--- config.mk ---
export PLATFORM = sky130hd
export DESIGN_NAME = tkhd_core
export DESIGN_NICKNAME = d
export VERILOG_FILES = /design/src/verilog/tkhd_pkg.sv /design/src/verilog/tkhd_core.sv /design/src/verilog/tkhd_bcd_inc.sv /design/src/verilog/tkhd_ser.sv
export VERILOG_INCLUDE_DIRS = /design/src /design/src/verilog
export SDC_FILE = /design/constraint.sdc
export NUM_CORES = 1
export LEC_CHECK = 0
export BUFFER_PORTS_ARGS = -buffer_cell sky130_fd_sc_hd__buf_4
export CAP_MARGIN = 20
export CORE_ASPECT_RATIO = 1.1
export CORE_MARGIN = 4
export CORE_UTILIZATION = 49
export CTS_CLUSTER_DIAMETER = 50
export DETAILED_ROUTE_END_ITERATION = 7
export MAX_ROUTING_LAYER = met4
export PLACE_DENSITY = 0.71
export SKIP_CTS_REPAIR_TIMING = 1
export SLEW_MARGIN = 20
export SYNTH_ARGS = -nofsm -noshare
export SYNTH_HDL_FRONTEND = slang
export SYNTH_SLANG_ARGS = --single-unit
export TNS_END_PERCENT = 100
--- constraint.sdc ---
create_clock -name clk_sys -period 5 [get_ports clk_sys]
set_clock_uncertainty 0.1 [all_clocks]
set_input_delay 0.25 -clock clk_sys [delete_from_list [all_inputs] [get_ports clk_sys]]
set_output_delay 0.25 -clock clk_sys [all_outputs]
set_load 0.02 [all_outputs]
--- src/verilog/tkhd_map.svh ---
`ifndef TKHD_MAP_SVH
`define TKHD_MAP_SVH
`define TKHD_NUM_REGS 4'h8
`define TKHD_REG_LAST 3'h7
`define TKHD_BIT_LAST 3'h7
`define TKHD_REG_HOUR 3'h4
`define TKHD_REG_DAY 3'h5
`define TKHD_HOUR_MODE_BIT 7
`define TKHD_HOUR_B5 5
`define TKHD_DAY_ABORT_BIT 4
`define TKHD_DAY_OSC_BIT 5
`define TKHD_DAY_RESET 8'h31
`define TKHD_TICK_DIV 20'h61A7F
`define TKHD_HOUR_RESET 8'h00
`endif

--- src/verilog/tkhd_pkg.sv ---
package tkhd_pkg;
  typedef struct packed {
    logic rd;
    logic wr;
    logic wdata;
  } tkhd_bitcyc_t;
  typedef enum logic [1:0] {
    TKHD_IDLE,
    TKHD_XFER
  } tkhd_state_t;
endpackage

--- src/verilog/tkhd_core.sv ---
`timescale 1ns/100ps
`include "tkhd_map.svh"
module tkhd_core (
  input wire logic clk_sys,
  input wire logic rst_n,
  input wire logic clk_en,
  input wire logic unlocked,
  input wire tkhd_pkg::tkhd_bitcyc_t cyc,
  input wire logic abort_n,
  output logic serial_bit_line_o,
  output logic serial_bit_line_oe,
  output logic xfer_active,
  output logic osc_running,
  output logic afternoon_flag,
  output logic [7:0] hour_count_reg,
  output logic [7:0] weekday_control_reg
);
  ////////////////////////////////////////////////////////////////
  // Other registers of the set belong to another job; only hour and day live here
  logic [7:0] hour_r;
  logic [7:0] day_r;
  logic [7:0] shift_r;
  logic [19:0] div_r;
  logic dq_r;
  logic oe_r;
  logic act_q_r;
  logic osc_r;
  logic pm_r;
  logic [2:0] reg_idx;
  logic [2:0] bit_idx;
  logic last;
  logic active;
  logic [7:0] hour_inc;
  ////////////////////////////////////////////////////////////////
  function automatic logic [7:0] tkhd_mask(input logic [2:0] idx);
    // Hour keeps mode, b5, b4 and four BCD units; day keeps its two controls and weekday
    case (idx)
      `TKHD_REG_HOUR: tkhd_mask = 8'hBF;
      `TKHD_REG_DAY: tkhd_mask = 8'h37;
      default: tkhd_mask = 8'hFF;
    endcase
  endfunction
  ////////////////////////////////////////////////////////////////
  wire abort_ignore = day_r[`TKHD_DAY_ABORT_BIT];
  wire abort_hit = !abort_ignore && !abort_n;
  wire start = unlocked && !active;
  wire step = cyc.rd || cyc.wr;
  wire in_hour = reg_idx == `TKHD_REG_HOUR;
  wire in_day = reg_idx == `TKHD_REG_DAY;
  wire mine = in_hour || in_day;
  wire [7:0] cur = in_hour ? hour_r : day_r;
  wire [7:0] shift_nxt = {cyc.wdata, shift_r[7:1]};
  // Commit only on the full byte, so a half-written register never lands
  wire commit = active && step && cyc.wr && mine && bit_idx == `TKHD_BIT_LAST && !abort_hit;
  wire [7:0] commit_val = shift_nxt & tkhd_mask(reg_idx);
  wire tick = !day_r[`TKHD_DAY_OSC_BIT] && div_r == `TKHD_TICK_DIV;
  // Mask is taken into a named wire first, since a function result cannot be indexed directly
  wire [7:0] cur_mask = tkhd_mask(reg_idx);
  wire rd_bit = cur[bit_idx] & cur_mask[bit_idx];
  ////////////////////////////////////////////////////////////////
  tkhd_ser u_ser (
    .clk_sys(clk_sys),
    .rst_n(rst_n),
    .ce(clk_en),
    .start(start),
    .abort(abort_hit),
    .step(step),
    .reg_idx(reg_idx),
    .bit_idx(bit_idx),
    .last(last),
    .active(active)
  );
  tkhd_bcd_inc u_inc (
    .hour_in(hour_r),
    .hour_out(hour_inc)
  );
  ////////////////////////////////////////////////////////////////
  always_ff @(posedge clk_sys) begin
    if (!rst_n) begin
      day_r <= `TKHD_DAY_RESET;
      hour_r <= `TKHD_HOUR_RESET;
      shift_r <= 8'h00;
      div_r <= 20'h00000;
    end else if (clk_en) begin
      if (active && step && cyc.wr) shift_r <= shift_nxt;
      if (day_r[`TKHD_DAY_OSC_BIT]) div_r <= 20'h00000;
      else if (tick) div_r <= 20'h00000;
      else div_r <= div_r + 20'h00001;
      if (commit && in_day) day_r <= commit_val;
      if (commit && in_hour) hour_r <= commit_val;
      else if (tick && !(active && in_hour)) hour_r <= hour_inc;
    end
  end
  always_ff @(posedge clk_sys) begin
    if (!rst_n) begin
      dq_r <= 1'b0;
      oe_r <= 1'b0;
      act_q_r <= 1'b0;
      osc_r <= 1'b0;
      pm_r <= 1'b0;
    end else if (clk_en) begin
      dq_r <= active && cyc.rd && mine && rd_bit;
      oe_r <= active && cyc.rd && !abort_hit;
      act_q_r <= active && !abort_hit && !last;
      osc_r <= !day_r[`TKHD_DAY_OSC_BIT];
      pm_r <= hour_r[`TKHD_HOUR_MODE_BIT] && hour_r[`TKHD_HOUR_B5];
    end
  end
  assign serial_bit_line_o = dq_r;
  assign serial_bit_line_oe = oe_r;
  assign xfer_active = act_q_r;
  assign osc_running = osc_r;
  assign afternoon_flag = pm_r;
  assign hour_count_reg = hour_r;
  assign weekday_control_reg = day_r;
  ////////////////////////////////////////////////////////////////
  property p_reset_bits;
    @(posedge clk_sys) !rst_n |=> day_r[`TKHD_DAY_OSC_BIT] && day_r[`TKHD_DAY_ABORT_BIT];
  endproperty
  a_reset_bits: assert property (p_reset_bits) else $error("control bits not set after reset");
  property p_stop;
    @(posedge clk_sys) disable iff (!rst_n)
      clk_en && day_r[`TKHD_DAY_OSC_BIT] && !commit |=> $stable(hour_r) || $past(commit);
  endproperty
  a_stop: assert property (p_stop) else $error("time advanced while stopped");
  property p_ignore;
    @(posedge clk_sys) disable iff (!rst_n) abort_ignore |-> !abort_hit;
  endproperty
  a_ignore: assert property (p_ignore) else $error("abort honoured while ignored");
  property p_abort;
    @(posedge clk_sys) disable iff (!rst_n)
      clk_en && abort_hit |=> !active ##0 $stable(day_r);
  endproperty
  a_abort: assert property (p_abort) else $error("abort did not end transfer");
  property p_zero;
    @(posedge clk_sys) disable iff (!rst_n) hour_r[6] == 1'b0 && day_r[7:6] == 2'h0 && day_r[3] == 1'b0;
  endproperty
  a_zero: assert property (p_zero) else $error("unused bit stored nonzero");
  property p_pm;
    @(posedge clk_sys) disable iff (!rst_n)
      clk_en |=> afternoon_flag == ($past(hour_r[7]) && $past(hour_r[5]));
  endproperty
  a_pm: assert property (p_pm) else $error("afternoon flag wrong");
  property p_24h;
    @(posedge clk_sys) disable iff (!rst_n) !hour_r[7] && hour_r[5] |-> hour_r[3:0] <= 4'h3;
  endproperty
  a_24h: assert property (p_24h) else $error("24-hour tens bit out of range");
  property p_end;
    @(posedge clk_sys) disable iff (!rst_n) clk_en && last && step && !abort_hit |=> !active;
  endproperty
  a_end: assert property (p_end) else $error("transfer did not end after 64 bits");
  property p_run;
    @(posedge clk_sys) disable iff (!rst_n) clk_en && !day_r[`TKHD_DAY_OSC_BIT] |=> osc_running;
  endproperty
  a_run: assert property (p_run) else $error("oscillator flag not running");
  c_commit_day: cover property (@(posedge clk_sys) commit && in_day);
  c_abort: cover property (@(posedge clk_sys) abort_hit && active);
  c_tick: cover property (@(posedge clk_sys) tick);
  c_last: cover property (@(posedge clk_sys) last && step);
endmodule

--- src/verilog/tkhd_bcd_inc.sv ---
`timescale 1ns/100ps
`include "tkhd_map.svh"
module tkhd_bcd_inc (
  input wire logic [7:0] hour_in,
  output logic [7:0] hour_out
);
  ////////////////////////////////////////////////////////////////
  wire mode12 = hour_in[`TKHD_HOUR_MODE_BIT];
  wire [3:0] units = hour_in[3:0];
  wire [1:0] tens = hour_in[5:4];
  wire pm = hour_in[`TKHD_HOUR_B5];
  wire [3:0] u_inc = units + 4'h1;
  logic [7:0] nxt;
  always_comb begin
    nxt = hour_in;
    if (mode12) begin
      if (hour_in[4] && units == 4'h2) nxt = {hour_in[7:6], pm, 1'b0, 4'h1};
      else if (hour_in[4] && units == 4'h1) nxt = {hour_in[7:6], ~pm, 1'b1, 4'h2};
      else if (units == 4'h9) nxt = {hour_in[7:6], pm, 1'b1, 4'h0};
      else nxt = {hour_in[7:4], u_inc};
    end else begin
      if (tens == 2'h2 && units == 4'h3) nxt = {hour_in[7:6], 6'h00};
      else if (units == 4'h9) nxt = {hour_in[7:6], tens + 2'h1, 4'h0};
      else nxt = {hour_in[7:4], u_inc};
    end
  end
  assign hour_out = nxt;
endmodule

--- src/verilog/tkhd_ser.sv ---
`timescale 1ns/100ps
`include "tkhd_map.svh"
module tkhd_ser (
  input wire logic clk_sys,
  input wire logic rst_n,
  input wire logic ce,
  input wire logic start,
  input wire logic abort,
  input wire logic step,
  output logic [2:0] reg_idx,
  output logic [2:0] bit_idx,
  output logic last,
  output logic active
);
  ////////////////////////////////////////////////////////////////
  logic [2:0] reg_r;
  logic [2:0] bit_r;
  logic act_r;
  assign last = act_r && reg_r == `TKHD_REG_LAST && bit_r == `TKHD_BIT_LAST;
  always_ff @(posedge clk_sys) begin
    if (!rst_n || (ce && (abort || start))) begin
      reg_r <= 3'h0;
      bit_r <= 3'h0;
      act_r <= rst_n && start && !abort;
    end else if (ce && step && act_r) begin
      bit_r <= bit_r + 3'h1;
      if (bit_r == `TKHD_BIT_LAST) reg_r <= reg_r + 3'h1;
      if (last) act_r <= 1'b0;
    end
  end
  assign reg_idx = reg_r;
  assign bit_idx = bit_r;
  assign active = act_r;
endmodule

* Yosys cells after proc, flatten, opt, wreduce, memory -nomap -nowiden *
Cells that the tools add are included.

word-level totals
  register bits = 56

cells by class
  bitwise logic cells = 3
  mux-type cells = 19
  reductions and logical operators = 53
  add/subtract/negate cells = 5
  equality and inequality tests = 13
  magnitude comparators = 1

operators with widths
  kind                     count
  $mux W8                  7
  $mux W20                 2
  $logic_and A1 B1 Y1      29
  $add A20 B1 Y20 const B  1
  $eq A20 B19 Y1 const B   1
  $pmux W8 S2              1
  $eq A3 B3 Y1 const B     4
  $reduce_and A2 Y1        6
  $and A8 B8 Y8            1
  $eq A4 B2 Y1 const B     2
  $logic_not A1 Y1         8
  $add A3 B1 Y3 const B    2
  $bmux W1 S3              2
  $mux W6                  1
  $reduce_bool A2 Y1       3
  $mux W1                  5
  $mux W5                  1
  $ne A5 B1 Y1 const B     1
  $reduce_and A5 Y1        1
  $add A4 B1 Y4 const B    1
  $eq A4 B1 Y1 const B     1
  $eq A4 B4 Y1 const B     1
  $logic_or A1 B1 Y1       4
  $lt A3 B4 Y1 const B     1
  other kinds (8)          8

* Longest topological paths before layout *
Gate-level depths: netlist of the first run.

  depth in word-level cells = 9
  mapped depth = 8
  gate-level depth less buffers = 7

* Cells and area by module *
Synthesis of the first run repeated with hierarchy kept, for this count alone.

second synthesis, totals
  cell total of the unflattened synthesis = 342
  area total of the unflattened synthesis = 3099.2 um^2

by module, submodules not included
  module        area each (um^2)  sequential area each (um^2)  cells each  times used
  tkhd_core     2532.4            960.9                        279         1
  tkhd_ser      326.6             150.1                        30          1
  tkhd_bcd_inc  240.2             0.0                          33          1

* Least setup slack after synthesis of the first run *
Ideal clock, no wire load.

  path kind = reg2reg
  start point = register u_ser.bit_r[1] (netlist: u_ser.bit_idx[1])
  end point = register hour_r[2] (netlist: hour_count_reg[2])
  data arrival time = 1.825 ns
  stages on the path, launching flop included = 8
  library setup time = 0.087 ns
  buffers on the path = 0
  period minus slack after synthesis = 2.013 ns
  path slack = 2.987 ns
  path through = dfxtp_1 > ha_1 > ha_1 > nand4_1 > nor2_2 > or4_1 > a211o_2 > o31ai_1

between the ends
  longest elaborated chain between the ends = 6
  elaborated cells between the ends (all ways) = 7

ends and longest elaborated chain
  what                               line             source
  from (decl)                        tkhd_ser.sv:17   logic [2:0] bit_r;
  from (signal assigned)             tkhd_ser.sv:26   bit_r <= bit_r + 3'h1;
  $eq A3 B3 Y1 (no line) (*)         n/a
  $logic_and A1 B1 Y1 (no line) (*)  n/a
  $logic_and A1 B1 Y1 (*)            tkhd_core.sv:54  wire commit = active && step && cyc.wr && mine && bit_idx == `TKHD_BIT_LAST && !abort_hit;
  $logic_and A1 B1 Y1 (*)            tkhd_core.sv:90  if (commit && in_hour) hour_r <= commit_val;
  $reduce_bool A2 Y1 (no line)       n/a
  $reduce_and A2 Y1 (no line)        n/a
  to (signal assigned)               tkhd_core.sv:81  hour_r <= `TKHD_HOUR_RESET;
  to (signal assigned)               tkhd_core.sv:90
  to (signal assigned)               tkhd_core.sv:91  else if (tick && !(active && in_hour)) hour_r <= hour_inc;
  to (decl)                          tkhd_core.sv:20  logic [7:0] hour_r;

Mark *: on every way between the ends. The rest lies on a longest branch, timed or not.
A chain may end at the register's enable or synchronous reset.

* Final worst setup path of the first run *
  start point = register u_ser.bit_r[0] (netlist: u_ser.bit_idx[0])
  end point = register hour_r[5] (netlist: hour_count_reg[5])

between the ends
  longest elaborated chain between the ends = 6
  elaborated cells between the ends (all ways) = 10

ends and longest elaborated chain
  what                                                  line
  $eq A3 B3 Y1 (no line) (*)                            n/a
  $logic_and A1 B1 Y1 (no line) (*)                     n/a
  $logic_and A1 B1 Y1 (*)                               tkhd_core.sv:54
  $logic_and A1 B1 Y1 (*)                               tkhd_core.sv:90
  $ne A3 B3 Y1 (no line), or another cell as far along  n/a
  $reduce_and A5 Y1 (no line)                           n/a

Marked as above.

==> out/summary.txt, run 1 <==
Number of port buffers -> 28
Synth async-reset ratio -> 0%
Die Y -> 88.9 microns
Max reg flops -> 20
GR Overflow Total -> 0
Worst setup path class -> flip-flop to flip-flop
1st-pass router iterations -> 4
Antenna violations before repair -> 0
DR iter-0 viols -> 146
Number of enable-type register cells in the synthesized netlist -> 1
Ys flop type -> dfxtp_1
Endpoints failing setup -> 0
Power per Cell Area -> 226 mW/mm^2
Area Overhead vs Synth -> 10.3%
Worst path depth -> 7
Distinct cells, synth -> 65
N_diodes -> 0
Run status -> finished, final reports clean
CP top delay family -> simple AND/OR/NAND/NOR gates
#FFs+latches synth -> 55
Cell mode on critical path -> ha_1
Root Driver -> clkbuf_8
Worst-Margin Slew -> 0.746 ns
Final Max Tran Viols -> 0
RSZ-0062 raised after global routing -> no
Largest fanout on the critical path -> 10
Synth Cell Area -> 0.00291 sq mm
Syn nets -> 354
Fin worst setup slack -> 2.65 ns
Via Count -> 2550
Max transition margin -> 50.0%
WP data required -> 5.14 ns
Post-DP HPWL -> 4620 microns
Top cell type's share of synthesized area -> 37.1%
Core area -> 0.00577 sq mm
Worst slack, placed -> 2.65 ns
FILL cells -> 528
Max cap viols -> 0
Post-synth top cells -> dfxtp_1, nand2_1, nor2_1
DRC violations left -> 0
Clk_lat worst skew -> 0.31 ns
Antenna Nets Post-Route -> 0
Synth area leader -> dfxtp_1
Buffer and inverter count on the worst path -> 0
Hold Path Class -> primary input to flip-flop
Hold depth -> 3
Hold Path Origin -> cyc[0]
H-tree lvl count -> 2
Max Clk Rate -> 0.425 GHz
GRT Util Overall -> 19.8%
Post-Layout Inst Area -> 0.00322 sq mm
Critical R2R Launch -> u_ser.bit_idx[0]
Total placed instance area -> 0.00312 sq mm
Crit path cell chain -> ha_1 > ha_1 > nand4_1 > nor3_1 > a31oi_4 > a31oi_1 > mux2i_1
Cell count after synthesis -> 338
Clock tree buffer depth -> 2
Max stage delay cell, worst path -> dfxtp_1
Fin nets -> 371
Setup slack, reg-to-reg -> 2.65 ns
Worst Setup Start Kind -> flip-flop
Worst setup EP type -> flip-flop
TritonCTS clock tree -> yes
First-pass GRT wire length -> 11000 microns
CP Data Arrival Time -> 2.50 ns
Vias in the first global route -> 2377
Die area -> 0.00725 sq mm
Final worst path period share -> 47.1%
Peak supply drop -> 0.166 mV
Die W -> 81.5 microns
TNS Setup -> 0 ns
Leak -> 1.21 nW
Max stage delay on crit path -> 0.53 ns
Initial Util -> 50.5%
Layout cells sized above 1 -> 15.2%
Mapped Avg Cell Area -> 8.62 sq um
DR WL/cell -> 14.8 microns
Final min period -> 2.35 ns
Hold Vio Cnt, Final -> 0
Total wire length -> 6400 microns
Seq/Total Area, Yosys -> 38.1%
CTS buffer count -> 5
R2R depth -> 7
Warnings, synthesis -> 0
Via density -> 5.89
Routability cong. -> 0.803
Row Count -> 29
I/O Pins -> 29
Worst r2r dst -> hour_count_reg[5]
Worst Hold End -> shift_r[7]
Hold slack -> 0.0984 ns
CTS clock-pin slew for the worst setup and hold paths -> 0.10 ns
Clk sinks -> 55
Most common cell in the netlist -> dfxtp_1
Largest net degree at the start of global routing -> 27
Main area contributors after synthesis -> dfxtp_1, mux2i_1, nand2_1
## logic make-up (layout without fill, tap and decap cells)
| kind of cell | Yosys count | in the layout | synth area share (%) |
|---|---|---|---|
| AO/OA/AOI/OAI | 82 | 82 | 19.6 |
| XOR/XNOR | 9 | 9 | 2.70 |
| adder cells (fa/ha/maj) | 8 | 8 | 3.44 |
| buffers and inverters | 31 | 49 | 5.07 |
| flip-flops | 55 | 55 | 38.1 |
| multiplexers | 21 | 21 | 7.73 |
| AND/OR/NAND/NOR | 132 | 132 | 23.4 |
## metal layers
layer | share of wire [%] | global-route usage, % | wire length [microns] | up-vias
met5 | 0 | - | 0 | -
met3 | 4.1 | 3.46 | 261 | 8
met1 | 45 | 23.9 | 2870 | 1215
met4 | 0.89 | 5.22 | 57 | 0
li1 | - | - | - | 1263
met2 | 50 | 33.7 | 3210 | 64
## worst min-delay path, delay by kind of cell
| family | cells | cell delay [ns] |
|---|---|---|
| and+or+nand+nor | 1 | 0.08 |
| muxes | 1 | 0.06 |
| buffers and inverters | 1 | 0.09 |
## power by group
part / total, mW / internal (mW) / switching [mW]
clock network: 0.250 / 0.100 / 0.149
registers: 0.445 / 0.441 / 0.00338
logic: 0.0316 / 0.0112 / 0.0204
total: 0.726 / 0.553 / 0.173
## layout by cell type (no fill, tap or decap), types with 3 or more instances in the layout
cell      count
a31oi_1      13
nand3_1      17
inv_1        11
a211oi_1      5
buf_4        28
mux2i_1      18
a22o_1        4
nor2_1       34
and3_1        3
nand4_1       7
dfxtp_1      54
nand2_1      35
o211ai_1      6
ha_1          8
nor2b_1       3
xnor2_1       5
nand2b_1      4
clkbuf_8      5
o21ai_0      18
a21oi_1      15
a41oi_1       3
nand3b_1      5
xor2_1        4
## per-stage QoR
stage                     instances  utilization [%]  power [mW]
final                           433             55.7       0.726
after global placement          425             54.1       0.486
after CTS                       433             55.7       0.737
after floorplan                 338                -       0.475
after detailed placement        425             54.1       0.486
after global routing            433             55.7       0.757
## cell type report
class / count / area (sq um) / area share, %
timing repair buffer: 28 / 210 / 6.54
inverter: 13 / 48.8 / 1.52
tap: 77 / 96.3 / 3.00
multi-input combinational: 252 / 1660 / 51.5
clock buffer: 5 / 68.8 / 2.14
sequential: 55 / 1110 / 34.6
clock inverter: 3 / 25.0 / 0.778
## how the worst max path moves through the flow
stage                     startpoint                 to
floorplan           u_ser.bit_idx[1]  hour_count_reg[2]
global placement    u_ser.bit_idx[0]  hour_count_reg[5]
detailed placement             rst_n           div_r[5]
CTS                 u_ser.bit_idx[0]  hour_count_reg[5]
global route        u_ser.bit_idx[0]  hour_count_reg[5]
finish              u_ser.bit_idx[0]  hour_count_reg[5]
Power figures use the tool's default switching activity.
==> inputs of run 2 (changes only) <==
==> constraint.sdc (replaced) <==
create_clock -name clk_sys -period 2.2 [get_ports clk_sys]
set_clock_uncertainty 0.1 [all_clocks]
set_input_delay 0.11 -clock clk_sys [delete_from_list [all_inputs] [get_ports clk_sys]]
set_output_delay 0.11 -clock clk_sys [all_outputs]
set_load 0.02 [all_outputs]
==> run 2 against run 1 <==
Sequential power increased by 130%. Worst hold slack got worse by 0.077 ns. Worst setup slack got worse by 2.5 ns. Cell area increased by 6.8%. Sequential share of layout area decreased by 2.2 points. Critical endpoint is now hour_count_reg[2]. Highest routed layer unchanged.
==> out/summary.txt, run 2 (synthesis results as in run 1) <==
CP top delay family -> simple AND/OR/NAND/NOR gates (unchanged)
Hold depth -> 2 (was 3)
Routability cong. -> 0.865 (was 0.803)
Final Max Tran Viols -> 0 (unchanged)
TritonCTS clock tree -> yes (unchanged)
Power per Cell Area -> 490 mW/mm^2 (was 226 mW/mm^2)
Max Clk Rate -> 0.478 GHz (was 0.425 GHz)
Worst Hold End -> osc_running (was shift_r[7])
Cell mode on critical path -> ha_1 (unchanged)
Commonest non-fill, non-tap cell in the layout -> dfxtp_1 (unchanged)
R2R depth -> 7 (unchanged)
Final worst path period share -> 95.2% (was 47.1%)
Core area -> 0.00577 sq mm (unchanged)
Buffer and inverter count on the worst path -> 0 (unchanged)
Worst-Margin Slew -> 0.563 ns (was 0.746 ns)
Endpoints failing setup -> 0 (unchanged)
Initial Util -> 50.5% (unchanged)
RSZ-0062 raised after global routing -> no (unchanged)
Via Count -> 2655 (was 2550)
Pint -> 1.27 mW (was 0.553 mW)
Area Overhead vs Synth -> 17.9% (was 10.3%)
Die Y -> 88.9 microns (unchanged)
Max cap viols -> 0 (unchanged)
Worst path depth -> 7 (unchanged)
Clock tree buffer depth -> 2 (unchanged)
CTS buffer count -> 5 (unchanged)
Hold Vio Cnt, Final -> 0 (unchanged)
Fin nets -> 397 (was 371)
Die W -> 81.5 microns (unchanged)
Max stage delay on crit path -> 0.50 ns (was 0.53 ns)
FILL cells -> 539 (was 528)
CP Data Arrival Time -> 2.22 ns (was 2.50 ns)
Max transition margin -> 62.3% (was 50.0%)
H-tree lvl count -> 2 (unchanged)
Worst setup path class -> flip-flop to flip-flop (unchanged)
Final Core Density -> 59.6% (was 55.7%)
DRC violations left -> 0 (unchanged)
Antenna Nets Post-Route -> 0 (unchanged)
Setup slack, reg-to-reg -> 0.11 ns (was 2.65 ns)
Crit path cell chain -> ha_1 > ha_1 > nand4_1 > nor2_2 > or4_1 > a211o_2 > o31ai_1 (was ha_1 > ha_1 > nand4_1 > nor3_1 > a31oi_4 > a31oi_1 > mux2i_1)
GR Overflow Total -> 0 (unchanged)
Worst Setup Start Kind -> flip-flop (unchanged)
Max reg flops -> 20 (unchanged)
Reg power frac -> 59.9% (was 61.3%)
Leak -> 1.34 nW (was 1.21 nW)
DR WL/cell -> 15.4 microns (was 14.8 microns)
N_diodes -> 0 (unchanged)
Layout cells sized above 1 -> 21.2% (was 15.2%)
Commonest cells after routing, fill and taps aside -> dfxtp_1, buf_4, nand2_1, nor2_1 (was dfxtp_1, nand2_1, nor2_1, buf_4)
Hold Path Origin -> clk_en (was cyc[0])
I/O Pins -> 29 (unchanged)
Total wire length -> 7090 microns (was 6400 microns)
Worst r2r dst -> hour_count_reg[2] (was hour_count_reg[5])
Comb power frac -> 5.3% (was 4.3%)
Post-DP HPWL -> 5240 microns (was 4620 microns)
Largest net degree at the start of global routing -> 22 (was 27)
WP data required -> 2.32 ns (was 5.14 ns)
Via density -> 5.78 (was 5.89)
GRT Util Overall -> 20.9% (was 19.8%)
Max stage delay cell, worst path -> or4_1 (was dfxtp_1)
Total Power -> 1.68 mW (was 0.726 mW)
Placed insts -> 448 (was 425)
Final min period -> 2.09 ns (was 2.35 ns)
Vias in the first global route -> 2398 (was 2377)
Clk sinks -> 55 (unchanged)
Switching Share -> 24.7% (was 23.8%)
Row Count -> 29 (unchanged)
Peak supply drop -> 0.350 mV (was 0.166 mV)
Clock network fraction of total power -> 34.8% (was 34.4%)
First-pass GRT wire length -> 11400 microns (was 11000 microns)
Largest fanout on the critical path -> 7 (was 10)
Net switching power -> 0.415 mW (was 0.173 mW)
Number of port buffers -> 28 (unchanged)
Hold Path Class -> primary input to flip-flop (unchanged)
DR iter-0 viols -> 65 (was 146)
Run status -> finished, final reports clean (unchanged)
TNS Setup -> 0 ns (unchanged)
Final Non-Filler Cells -> 459 (was 433)
Root Driver -> clkbuf_8 (unchanged)
1st-pass router iterations -> 5 (was 4)
Die area -> 0.00725 sq mm (unchanged)
Clk_lat worst skew -> 0.32 ns (was 0.31 ns)
Critical R2R Launch -> u_ser.bit_idx[1] (was u_ser.bit_idx[0])
Antenna violations before repair -> 0 (unchanged)
CTS clock-pin slew for the worst setup and hold paths -> 0.10 ns (about the same)
Worst setup EP type -> flip-flop (unchanged)
-- run 2: changes by cell type in the layout (fill, tap and decap cells not counted), sizes merged --
cell / previous run / this run
buf: 28 / 51
dlygate4sd3: 0 / 3
clkinv: 3 / 1
inv: 12 / 14
-- run 2: worst reg2reg max path: cells and delay by family, from the launching register on --
family / cells / cell delay [ns]
and+or+nand+nor: 3 / 0.72
AOI/OAI and AO/OA: 2 / 0.42
adders and majority gates: 2 / 0.39
DFF: 1 / 0.38
-- run 2: power groups by stage --
| stage | clock network (mW) | logic, mW | registers, mW |
|---|---|---|---|
| finish | 0.586 | 0.0894 | 1.01 |
| global route | 0.640 | 0.0950 | 1.01 |
| CTS | 0.600 | 0.0830 | 1.01 |
| detailed placement | 0 | 0.0824 | 1.03 |
| global placement | 0 | 0.0826 | 1.03 |
| floorplan | 0 | 0.0479 | 1.03 |
-- run 2: metrics by stage --
step | hold slack, ns | setup slack (ns) | cell area [sq um]
6_report | 0.0210 | 0.106 | 3440
5_1_grt | 0.0251 | 0.00989 | 3440
4_1_cts | -0.0721 | 0.131 | 3390
3_5_place_dp | 0.263 | 0.147 | 3290
3_3_place_gp | 0.258 | 0.204 | 3290
2_1_floorplan | 0.154 | 0.187 | 2910
-- run 2: final cells by class --
class                      count  area (sq um)  area share [%]
sequential                    55          1110            32.3
timing repair buffer          54           413            12.0
multi-input combinational    252          1680            48.8
clock buffer                   5          68.8            2.00
tap                           77          96.3            2.80
inverter                      13          48.8            1.42
clock inverter                 3          22.5           0.655
-- run 2: layer usage --
metal	global-route usage, %	up-vias	share of wire, %
met4	8.76	0	0.97
li1	-	1321	-
met2	34.8	62	51
met5	-	-	0
met1	24.4	1265	43
met3	4.18	7	4.4
-- run 2: how the worst max path moves through the flow --
stage	endpoint	start
global placement	hour_count_reg[3]	u_ser.reg_idx[0]
floorplan	hour_count_reg[2]	u_ser.bit_idx[1]
CTS	hour_count_reg[2]	u_ser.bit_idx[1]
global route	hour_count_reg[5]	div_r[0]
finish	hour_count_reg[2]	u_ser.bit_idx[1]
detailed placement	hour_count_reg[2]	u_ser.bit_idx[1]
